## config.mk

```make
export PLATFORM = sky130hd
export DESIGN_NAME = pfp_port
export DESIGN_NICKNAME = d
export VERILOG_FILES = /design/src/rtl/pfp_pkg.sv /design/src/rtl/pfp_port.sv /design/src/rtl/pfp_sync.sv
export SDC_FILE = /design/constraint.sdc
export NUM_CORES = 1
export LEC_CHECK = 0
export BUFFER_PORTS_ARGS = -buffer_cell sky130_fd_sc_hd__clkbuf_2
export CAP_MARGIN = 20
export CORE_MARGIN = 1
export CORE_UTILIZATION = 41
export DETAILED_ROUTE_END_ITERATION = 12
export SLEW_MARGIN = 20
export SYNTH_ARGS = -nofsm -noshare
export SYNTH_HDL_FRONTEND = slang
export SYNTH_SLANG_ARGS = --single-unit
```

## constraint.sdc

```tcl
create_clock -name CORE_CLK -period 2 [get_ports CORE_CLK]
set_input_delay 0.4 -clock CORE_CLK [delete_from_list [all_inputs] [get_ports CORE_CLK]]
set_output_delay 0.4 -clock CORE_CLK [all_outputs]
set_load 0.02 [all_outputs]
```

## src/rtl/pfp_pkg.sv

```systemverilog
package pfp_pkg;

	// Mode selector patterns
	localparam logic [3:0] PFP_UPPER_ADDRESS_SELECT = 4'h4;
	localparam logic [3:0] PFP_DATA_SELECT = 4'h5;
	localparam logic [3:0] PFP_COMMAND_SELECT_MODE = 4'h8;

	// Command words carried on the data bus in command mode
	localparam logic [15:0] PFP_READ_CMD = 16'h0011;
	localparam logic [15:0] PFP_PAGE_WRITE_CMD = 16'h0012;
	localparam logic [15:0] PFP_PAGE_WRITE_LOCK_CMD = 16'h0022;
	localparam logic [15:0] PFP_ERASE_THEN_WRITE_CMD = 16'h0032;
	localparam logic [15:0] PFP_ERASE_WRITE_LOCK_CMD = 16'h0042;
	localparam logic [15:0] PFP_FULL_ERASE_CMD = 16'h0013;
	localparam logic [15:0] PFP_LOCK_SET_CMD = 16'h0014;
	localparam logic [15:0] PFP_LOCK_REMOVE_CMD = 16'h0024;
	localparam logic [15:0] PFP_LOCK_QUERY_CMD = 16'h0015;
	localparam logic [15:0] PFP_NVM_FLAG_SET_CMD = 16'h0034;
	localparam logic [15:0] PFP_NVM_FLAG_REMOVE_CMD = 16'h0044;
	localparam logic [15:0] PFP_NVM_FLAG_QUERY_CMD = 16'h0025;
	localparam logic [15:0] PFP_SECURITY_SET_CMD = 16'h0054;
	localparam logic [15:0] PFP_SECURITY_QUERY_CMD = 16'h0035;
	localparam logic [15:0] PFP_MEMORY_WRITE_CMD = 16'h001F;
	localparam logic [15:0] PFP_VERSION_QUERY_CMD = 16'h001E;

	// Values after reset
	localparam logic [15:0] PFP_WORD_RESET = 16'h0000;

	typedef enum logic [4:0] {
		PFP_OP_NONE = 5'h00,
		PFP_OP_READ = 5'h01,
		PFP_OP_PAGE_WRITE = 5'h02,
		PFP_OP_PAGE_WRITE_LOCK = 5'h03,
		PFP_OP_ERASE_THEN_WRITE = 5'h04,
		PFP_OP_ERASE_WRITE_LOCK = 5'h05,
		PFP_OP_FULL_ERASE = 5'h06,
		PFP_OP_LOCK_SET = 5'h07,
		PFP_OP_LOCK_REMOVE = 5'h08,
		PFP_OP_LOCK_QUERY = 5'h09,
		PFP_OP_NVM_FLAG_SET = 5'h0A,
		PFP_OP_NVM_FLAG_REMOVE = 5'h0B,
		PFP_OP_NVM_FLAG_QUERY = 5'h0C,
		PFP_OP_SECURITY_SET = 5'h0D,
		PFP_OP_SECURITY_QUERY = 5'h0E,
		PFP_OP_MEMORY_WRITE = 5'h0F,
		PFP_OP_VERSION_QUERY = 5'h10
	} pfp_op_t;

	typedef enum logic [1:0] {
		PFP_ST_IDLE = 2'b00,
		PFP_ST_EXEC = 2'b01
	} pfp_state_t;

endpackage : pfp_pkg

```

## src/rtl/pfp_port.sv

```systemverilog
`timescale 1ns/1ps

// Function
// - Mode 0100 targets the upper address register, 0101 the data register, 1000 the command word, other codes no register.
// - In command mode the 16-bit data bus value is stored as the new command word.
// - Codes 0x0011, 0x0012 and 0x0022 decode to read, page write and page write with lock.
// - Codes 0x0032, 0x0042 and 0x0013 decode to erase-write, erase-write-lock and full erase.
// - Codes 0x0014, 0x0024 and 0x0015 decode to lock set, lock remove and lock query.
// - Codes 0x0034, 0x0044 and 0x0025 decode to non-volatile flag set, remove and query.
// - Codes 0x0054 and 0x0035 decode to security set and security query.
// - Codes 0x001F and 0x001E decode to memory write and version query.
// - An operation ends only once both the strobe and ready are high again.
// - On a low strobe the device latches mode and data and drops ready in the same cycle.
// - The device executes the command and raises ready only after it is done and the strobe is high.
module pfp_port (
	input wire logic CORE_CLK,
	input wire logic RST_N,
	input wire logic [3:0] MODE,
	input wire logic [15:0] DATA_IN,
	input wire logic COMMAND_STROBE_N,
	output logic READY,
	output logic [15:0] DATA_OUT,
	output logic DATA_OE,
	output logic FLASH_REQ,
	output pfp_pkg::pfp_op_t FLASH_OP,
	output logic [15:0] FLASH_ADDR_HI,
	output logic [15:0] FLASH_WDATA,
	output logic [15:0] COMMAND_WORD,
	input wire logic FLASH_DONE,
	input wire logic [15:0] FLASH_RDATA
);
	import pfp_pkg::*;

	typedef struct packed {
		pfp_state_t state;
		logic ready;
		logic pending;
		logic flash_req;
		pfp_op_t op;
		logic [15:0] cmd;
		logic [15:0] addr_hi;
		logic [15:0] wdata;
		logic [15:0] rdata;
		logic oe;
	} pfp_regs_t;

	localparam pfp_regs_t REGS_RESET = '{
		state: PFP_ST_IDLE,
		ready: 1'b0,
		pending: 1'b0,
		flash_req: 1'b0,
		op: PFP_OP_NONE,
		cmd: PFP_WORD_RESET,
		addr_hi: PFP_WORD_RESET,
		wdata: PFP_WORD_RESET,
		rdata: PFP_WORD_RESET,
		oe: 1'b0
	};

	pfp_regs_t regs_reg;
	pfp_regs_t regs_next;
	logic [3:0] mode_s;
	logic [15:0] data_s;
	logic strobe_n_s;

	// Unlisted words decode to no action and still finish the handshake
	function automatic pfp_op_t decode_cmd(input logic [15:0] word);
		pfp_op_t op;
		case (word)
			PFP_READ_CMD: op = PFP_OP_READ;
			PFP_PAGE_WRITE_CMD: op = PFP_OP_PAGE_WRITE;
			PFP_PAGE_WRITE_LOCK_CMD: op = PFP_OP_PAGE_WRITE_LOCK;
			PFP_ERASE_THEN_WRITE_CMD: op = PFP_OP_ERASE_THEN_WRITE;
			PFP_ERASE_WRITE_LOCK_CMD: op = PFP_OP_ERASE_WRITE_LOCK;
			PFP_FULL_ERASE_CMD: op = PFP_OP_FULL_ERASE;
			PFP_LOCK_SET_CMD: op = PFP_OP_LOCK_SET;
			PFP_LOCK_REMOVE_CMD: op = PFP_OP_LOCK_REMOVE;
			PFP_LOCK_QUERY_CMD: op = PFP_OP_LOCK_QUERY;
			PFP_NVM_FLAG_SET_CMD: op = PFP_OP_NVM_FLAG_SET;
			PFP_NVM_FLAG_REMOVE_CMD: op = PFP_OP_NVM_FLAG_REMOVE;
			PFP_NVM_FLAG_QUERY_CMD: op = PFP_OP_NVM_FLAG_QUERY;
			PFP_SECURITY_SET_CMD: op = PFP_OP_SECURITY_SET;
			PFP_SECURITY_QUERY_CMD: op = PFP_OP_SECURITY_QUERY;
			PFP_MEMORY_WRITE_CMD: op = PFP_OP_MEMORY_WRITE;
			PFP_VERSION_QUERY_CMD: op = PFP_OP_VERSION_QUERY;
			default: op = PFP_OP_NONE;
		endcase
		return op;
	endfunction : decode_cmd

	// Read and query commands leave a result for the programmer to fetch
	function automatic logic returns_data(input pfp_op_t op);
		logic r;
		case (op)
			PFP_OP_READ, PFP_OP_LOCK_QUERY, PFP_OP_NVM_FLAG_QUERY,
			PFP_OP_SECURITY_QUERY, PFP_OP_VERSION_QUERY: r = 1'b1;
			default: r = 1'b0;
		endcase
		return r;
	endfunction : returns_data

	////////////////////////////////////////////////////////////////////////////////
	// Pin synchronisation; mode and data are sampled through the same depth as the
	// strobe, so they are settled when the synchronised strobe falls.
	// Separate banks keep the strobe's idle-high reset apart from the buses

	pfp_sync #(
		.WIDTH(4),
		.RESET_VALUE(4'h0)
	) u_sync_mode (
		.clk(CORE_CLK),
		.rst_n(RST_N),
		.async_in(MODE),
		.sync_out(mode_s)
	);

	pfp_sync #(
		.WIDTH(16),
		.RESET_VALUE(PFP_WORD_RESET)
	) u_sync_data (
		.clk(CORE_CLK),
		.rst_n(RST_N),
		.async_in(DATA_IN),
		.sync_out(data_s)
	);

	pfp_sync #(
		.WIDTH(1),
		.RESET_VALUE(1'b1)
	) u_sync_strobe (
		.clk(CORE_CLK),
		.rst_n(RST_N),
		.async_in(COMMAND_STROBE_N),
		.sync_out(strobe_n_s)
	);

	////////////////////////////////////////////////////////////////////////////////
	// Handshake sequencer

	always_comb begin
		pfp_op_t new_op;
		new_op = decode_cmd(data_s);
		regs_next = regs_reg;
		regs_next.flash_req = 1'b0;
		case (regs_reg.state)
			PFP_ST_IDLE: begin
				regs_next.ready = 1'b1;
				// Strobe low while ready: latch and acknowledge
				if (!strobe_n_s && regs_reg.ready) begin
					regs_next.ready = 1'b0;
					regs_next.state = PFP_ST_EXEC;
					case (mode_s)
						PFP_UPPER_ADDRESS_SELECT: regs_next.addr_hi = data_s;
						PFP_DATA_SELECT: begin
							regs_next.wdata = data_s;
							// Stays armed after a query, so repeated data reads return
							// the same result until the next command
							regs_next.oe = returns_data(regs_reg.op);
						end
						PFP_COMMAND_SELECT_MODE: begin
							regs_next.cmd = data_s;
							regs_next.op = new_op;
							if (new_op != PFP_OP_NONE) begin
								regs_next.flash_req = 1'b1;
								regs_next.pending = 1'b1;
							end
						end
						default: begin
						end
					endcase
				end
			end
			PFP_ST_EXEC: begin
				regs_next.ready = 1'b0;
				// Result kept for any finished action; only reads and queries expose it
				if (regs_reg.pending && FLASH_DONE) begin
					regs_next.pending = 1'b0;
					regs_next.rdata = FLASH_RDATA;
				end
				if (strobe_n_s) begin
					regs_next.oe = 1'b0;
				end
				// Ready only once the command is done and the strobe is back high
				if (strobe_n_s && !(regs_reg.pending && !FLASH_DONE)) begin
					regs_next.ready = 1'b1;
					regs_next.state = PFP_ST_IDLE;
				end
			end
			default: begin
				regs_next = REGS_RESET;
			end
		endcase
	end

	// Reset forces ready low, so no handshake can start during reset
	always_ff @(posedge CORE_CLK or negedge RST_N) begin
		if (!RST_N) begin
			regs_reg <= REGS_RESET;
		end else begin
			regs_reg <= regs_next;
		end
	end

	////////////////////////////////////////////////////////////////////////////////
	// Outputs
	// All outputs come straight from the state register

	assign READY = regs_reg.ready;
	assign DATA_OUT = regs_reg.rdata;
	assign DATA_OE = regs_reg.oe;
	assign FLASH_REQ = regs_reg.flash_req;
	assign FLASH_OP = regs_reg.op;
	assign FLASH_ADDR_HI = regs_reg.addr_hi;
	assign FLASH_WDATA = regs_reg.wdata;
	assign COMMAND_WORD = regs_reg.cmd;

endmodule : pfp_port

```

## src/rtl/pfp_sync.sv

```systemverilog
`timescale 1ns/1ps

// Two-stage synchroniser for pins coming from the programmer
module pfp_sync #(
	parameter int WIDTH = 1,
	parameter logic [WIDTH-1:0] RESET_VALUE = '0
) (
	input wire logic clk,
	input wire logic rst_n,
	input wire logic [WIDTH-1:0] async_in,
	output logic [WIDTH-1:0] sync_out
);

	logic [WIDTH-1:0] meta_reg;

	always_ff @(posedge clk or negedge rst_n) begin
		if (!rst_n) begin
			meta_reg <= RESET_VALUE;
			sync_out <= RESET_VALUE;
		end else begin
			meta_reg <= async_in;
			sync_out <= meta_reg;
		end
	end

endmodule : pfp_sync

```

==> results.toml <==
[outcome]
status = "finished, final reports clean"

[global_routing]
grt_pass1_wl_mm = 13.82
pin_count_of_the_biggest_net_entering_global_routing = 57
number_of_antenna_violations_at_the_first_check_in_global_routing = 0
groute.usage.overall_pct = 15.88
via_count_of_the_first_global_routing_pass = 2720
top_usage_layer = "met2"
met1_usage_pct = 19.56
use_met3_pct = 7.466
gr-total-overflow = 0
grt.met2_usage_pct = 23.79

[cells_and_area]
fill_cells = 1021
finish.utilization_pct = 49.76
most-common-layout-cells = "sky130_fd_sc_hd__dfrtp_1 (114), sky130_fd_sc_hd__clkbuf_2 (110), sky130_fd_sc_hd__mux2_2 (60), sky130_fd_sc_hd__clkbuf_16 (17)"
drive_above_1_share_pct = 51.40
area.growth.synth_to_final_pct = 18.63
num-nets-final = 457
mostFrequentLayoutCell = "sky130_fd_sc_hd__dfrtp_1"
n_antenna_cell = 0
fin_cells = 573

[critical_path]
critical_path.startpoint_type = "register"
critical_path.max_fanout = 9
criticalPathCategory = "reg -> reg"
required_ns = 2.33
signal_arrival_time_at_the_worst_endpoint_ns = 2.11
worstSetupEndpointType = "register"

[synthesis]
synth_top_cells_by_area = "sky130_fd_sc_hd__dfrtp_1 (60%), sky130_fd_sc_hd__mux2_2 (14%), sky130_fd_sc_hd__buf_4 (11%)"
synth_adder_area_share_pct = 0
largest_family_of_logic_cells_by_synthesized_area = "multiplexers"
synth-seq-cells = 116
yosys_most_used_dff = "sky130_fd_sc_hd__dfrtp_1"
netlist-cell-type-count = 43
post_synthesis_instance_area_mm2 = 0.004790
syn-mean-instance-area_um2 = 13.45
simple_logic_cell_fraction_of_the_synthesized_area_pct = 7.968
async_flop_share_pct = 100.0
yosysSeqAreaShare_pct = 60.66
synthesized_area_fraction_occupied_by_ao_oa_aoi_and_oai_cells_pct = 3.579
post_synth_mux_area_share_pct = 14.32
cell_accounting_for_the_most_synthesized_area = "sky130_fd_sc_hd__dfrtp_1"
number_of_enable_flip_flop_cells_after_synthesis = 0
synth.net_count = 396
synth-xor-area-share_pct = 0.5486
post_synth_inst_count = 356
post-synth-top-area-fraction_pct = 59.56
ys_warn_count = 0

[timing]
timing_max_transition_violations_final = 0
setup_viol_count_final = 0
whs_ns = 0.07672
timing_hold_violations_final = 0
slew_headroom_pct = 62.63
post-route-period-util_pct = 89.39
clock-skew-final_ns = 0.007640
totalNegativeSetupSlack_ns = 0
rsz_0062_raised_after_global_routing = "false"
worst_slew_pin_slew_ns = 0.5554
max_clock_freq_mhz = 559.4
fin_crit_ns = 1.788

[clocking]
cts.sinks = 116
clkLatencyLatePin_ns = 0.41
clockRootBuffer = "sky130_fd_sc_hd__clkbuf_16"
cts_post_setup_buffers_inserted = 0
clock_input_transition_at_the_sequential_cells_of_the_worst_setup_and_hold_paths_ns = 0.05
ctsHoldBuffers = 1
htree_num_levels = 4
cts_tree = "done"
resized_after_cts = 0
tritoncts.num_buffers = 17
ctsLongestPathBuffers = 2

[placement]
place.detailed.hpwl_mm = 6.165
gpl.final_weighted_congestion = 0.8238
placedCellCount = 540
io_buffer_count = 111

[drt]
route.detailed.vias_per_inst = 4.702
initialDrtViolationCount = 128
final_antenna_net_count = 0
vias = 2694
routedWlPerCell_um = 15.15
detail_route.drc_violations = 0
drtPass1Iterations = 4
wirelength_mm = 8.679

[die]
chipWidth_um = 110.1
die_ar_mm2 = 0.01212
placementRows = 39
initial_utilization_pct = 41.95
boundaryPins = 112
die_y_um = 110.1
placeableCoreArea_mm2 = 0.01142

[power_and_ir_drop]
cellPowerDensity_mw_per_mm2 = 1142
power_leakage_nw = 2.864
worst_supply_voltage_drop_on_vdd_mv = 0.6601
power_mw = 6.488

[flow_run]
max_cap_violations = 0

[min_path]
holdCritPathClass = "in -> reg"
[routing by layer]
layer | wire [um] | vias to the layer above
li1 | - | 1273
met1 | 3942 | 1318
met2 | 3964 | 86
met3 | 610 | 17
met4 | 161 | 0
met5 | 0 | -
[final cells by class]
cell class                 count  area [um2]  share of cell area (%)
sequential                   116        2905                   51.13
multi-input combinational    150        1265                   22.26
timing repair buffer         127       730.7                   12.86
clock buffer                  23       478.0                   8.412
tap                          143       178.9                   3.149
clock inverter                 9       105.1                   1.850
inverter                       5       18.77                  0.3303
[logic make-up after synthesis]
family	Yosys count
and+or+nand+nor	59
buffers and inverters	90
AOI/OAI and AO/OA	27
xor gates and xnor gates	3
DFF	116
muxes	61
[report_power, final]
part,internal [mW],switching [mW]
logic,0.343,0.484
registers,2.60,0.142
clock network,1.92,0.996
[cells in the mapped netlist, drive strengths merged, types with 4 or more instances]
master  count
nand2b      7
a21oi       5
nor3        4
clkbuf      8
nor2        6
dfrtp     114
o21ai      11
inv         5
buf        77
nor4        5
nand3b      4
nand2      12
mux2       60
[stage by stage]
step | setup slack [ns] | cell area, um2
after global placement | 0.1997 | 5089
after global routing | 0.1115 | 5682
after detailed placement | 0.1957 | 5089
after floorplan | 0.2402 | 4790
after CTS | 0.1890 | 5682
final | 0.2123 | 5682
[critical path: stages (launching register included)]
cell and delay (ns):
sky130_fd_sc_hd__dfrtp_1 0.48, sky130_fd_sc_hd__or3_4 0.42, sky130_fd_sc_hd__or4b_1 0.53, sky130_fd_sc_hd__o2111ai_1 0.09
sky130_fd_sc_hd__a2bb2oi_1 0.18
[final timing paths]
check                                         start                        to  slack [ns]  depth (start not counted)
hold reg to reg            u_sync_data.meta_reg[10]  u_sync_data.sync_out[10]        0.35                          0
max in group asynchronous                     RST_N    u_sync_strobe.sync_out        1.05                          3
hold / removal                     COMMAND_STROBE_N    u_sync_strobe.meta_reg        0.08                          1
setup reg to reg            u_sync_data.sync_out[7]               FLASH_OP[2]        0.21                          4
min in group asynchronous                     RST_N   u_sync_data.meta_reg[4]        0.38                          2
setup / recovery            u_sync_data.sync_out[7]               FLASH_OP[2]        0.21                          4
Power figures use the tool's default switching activity.
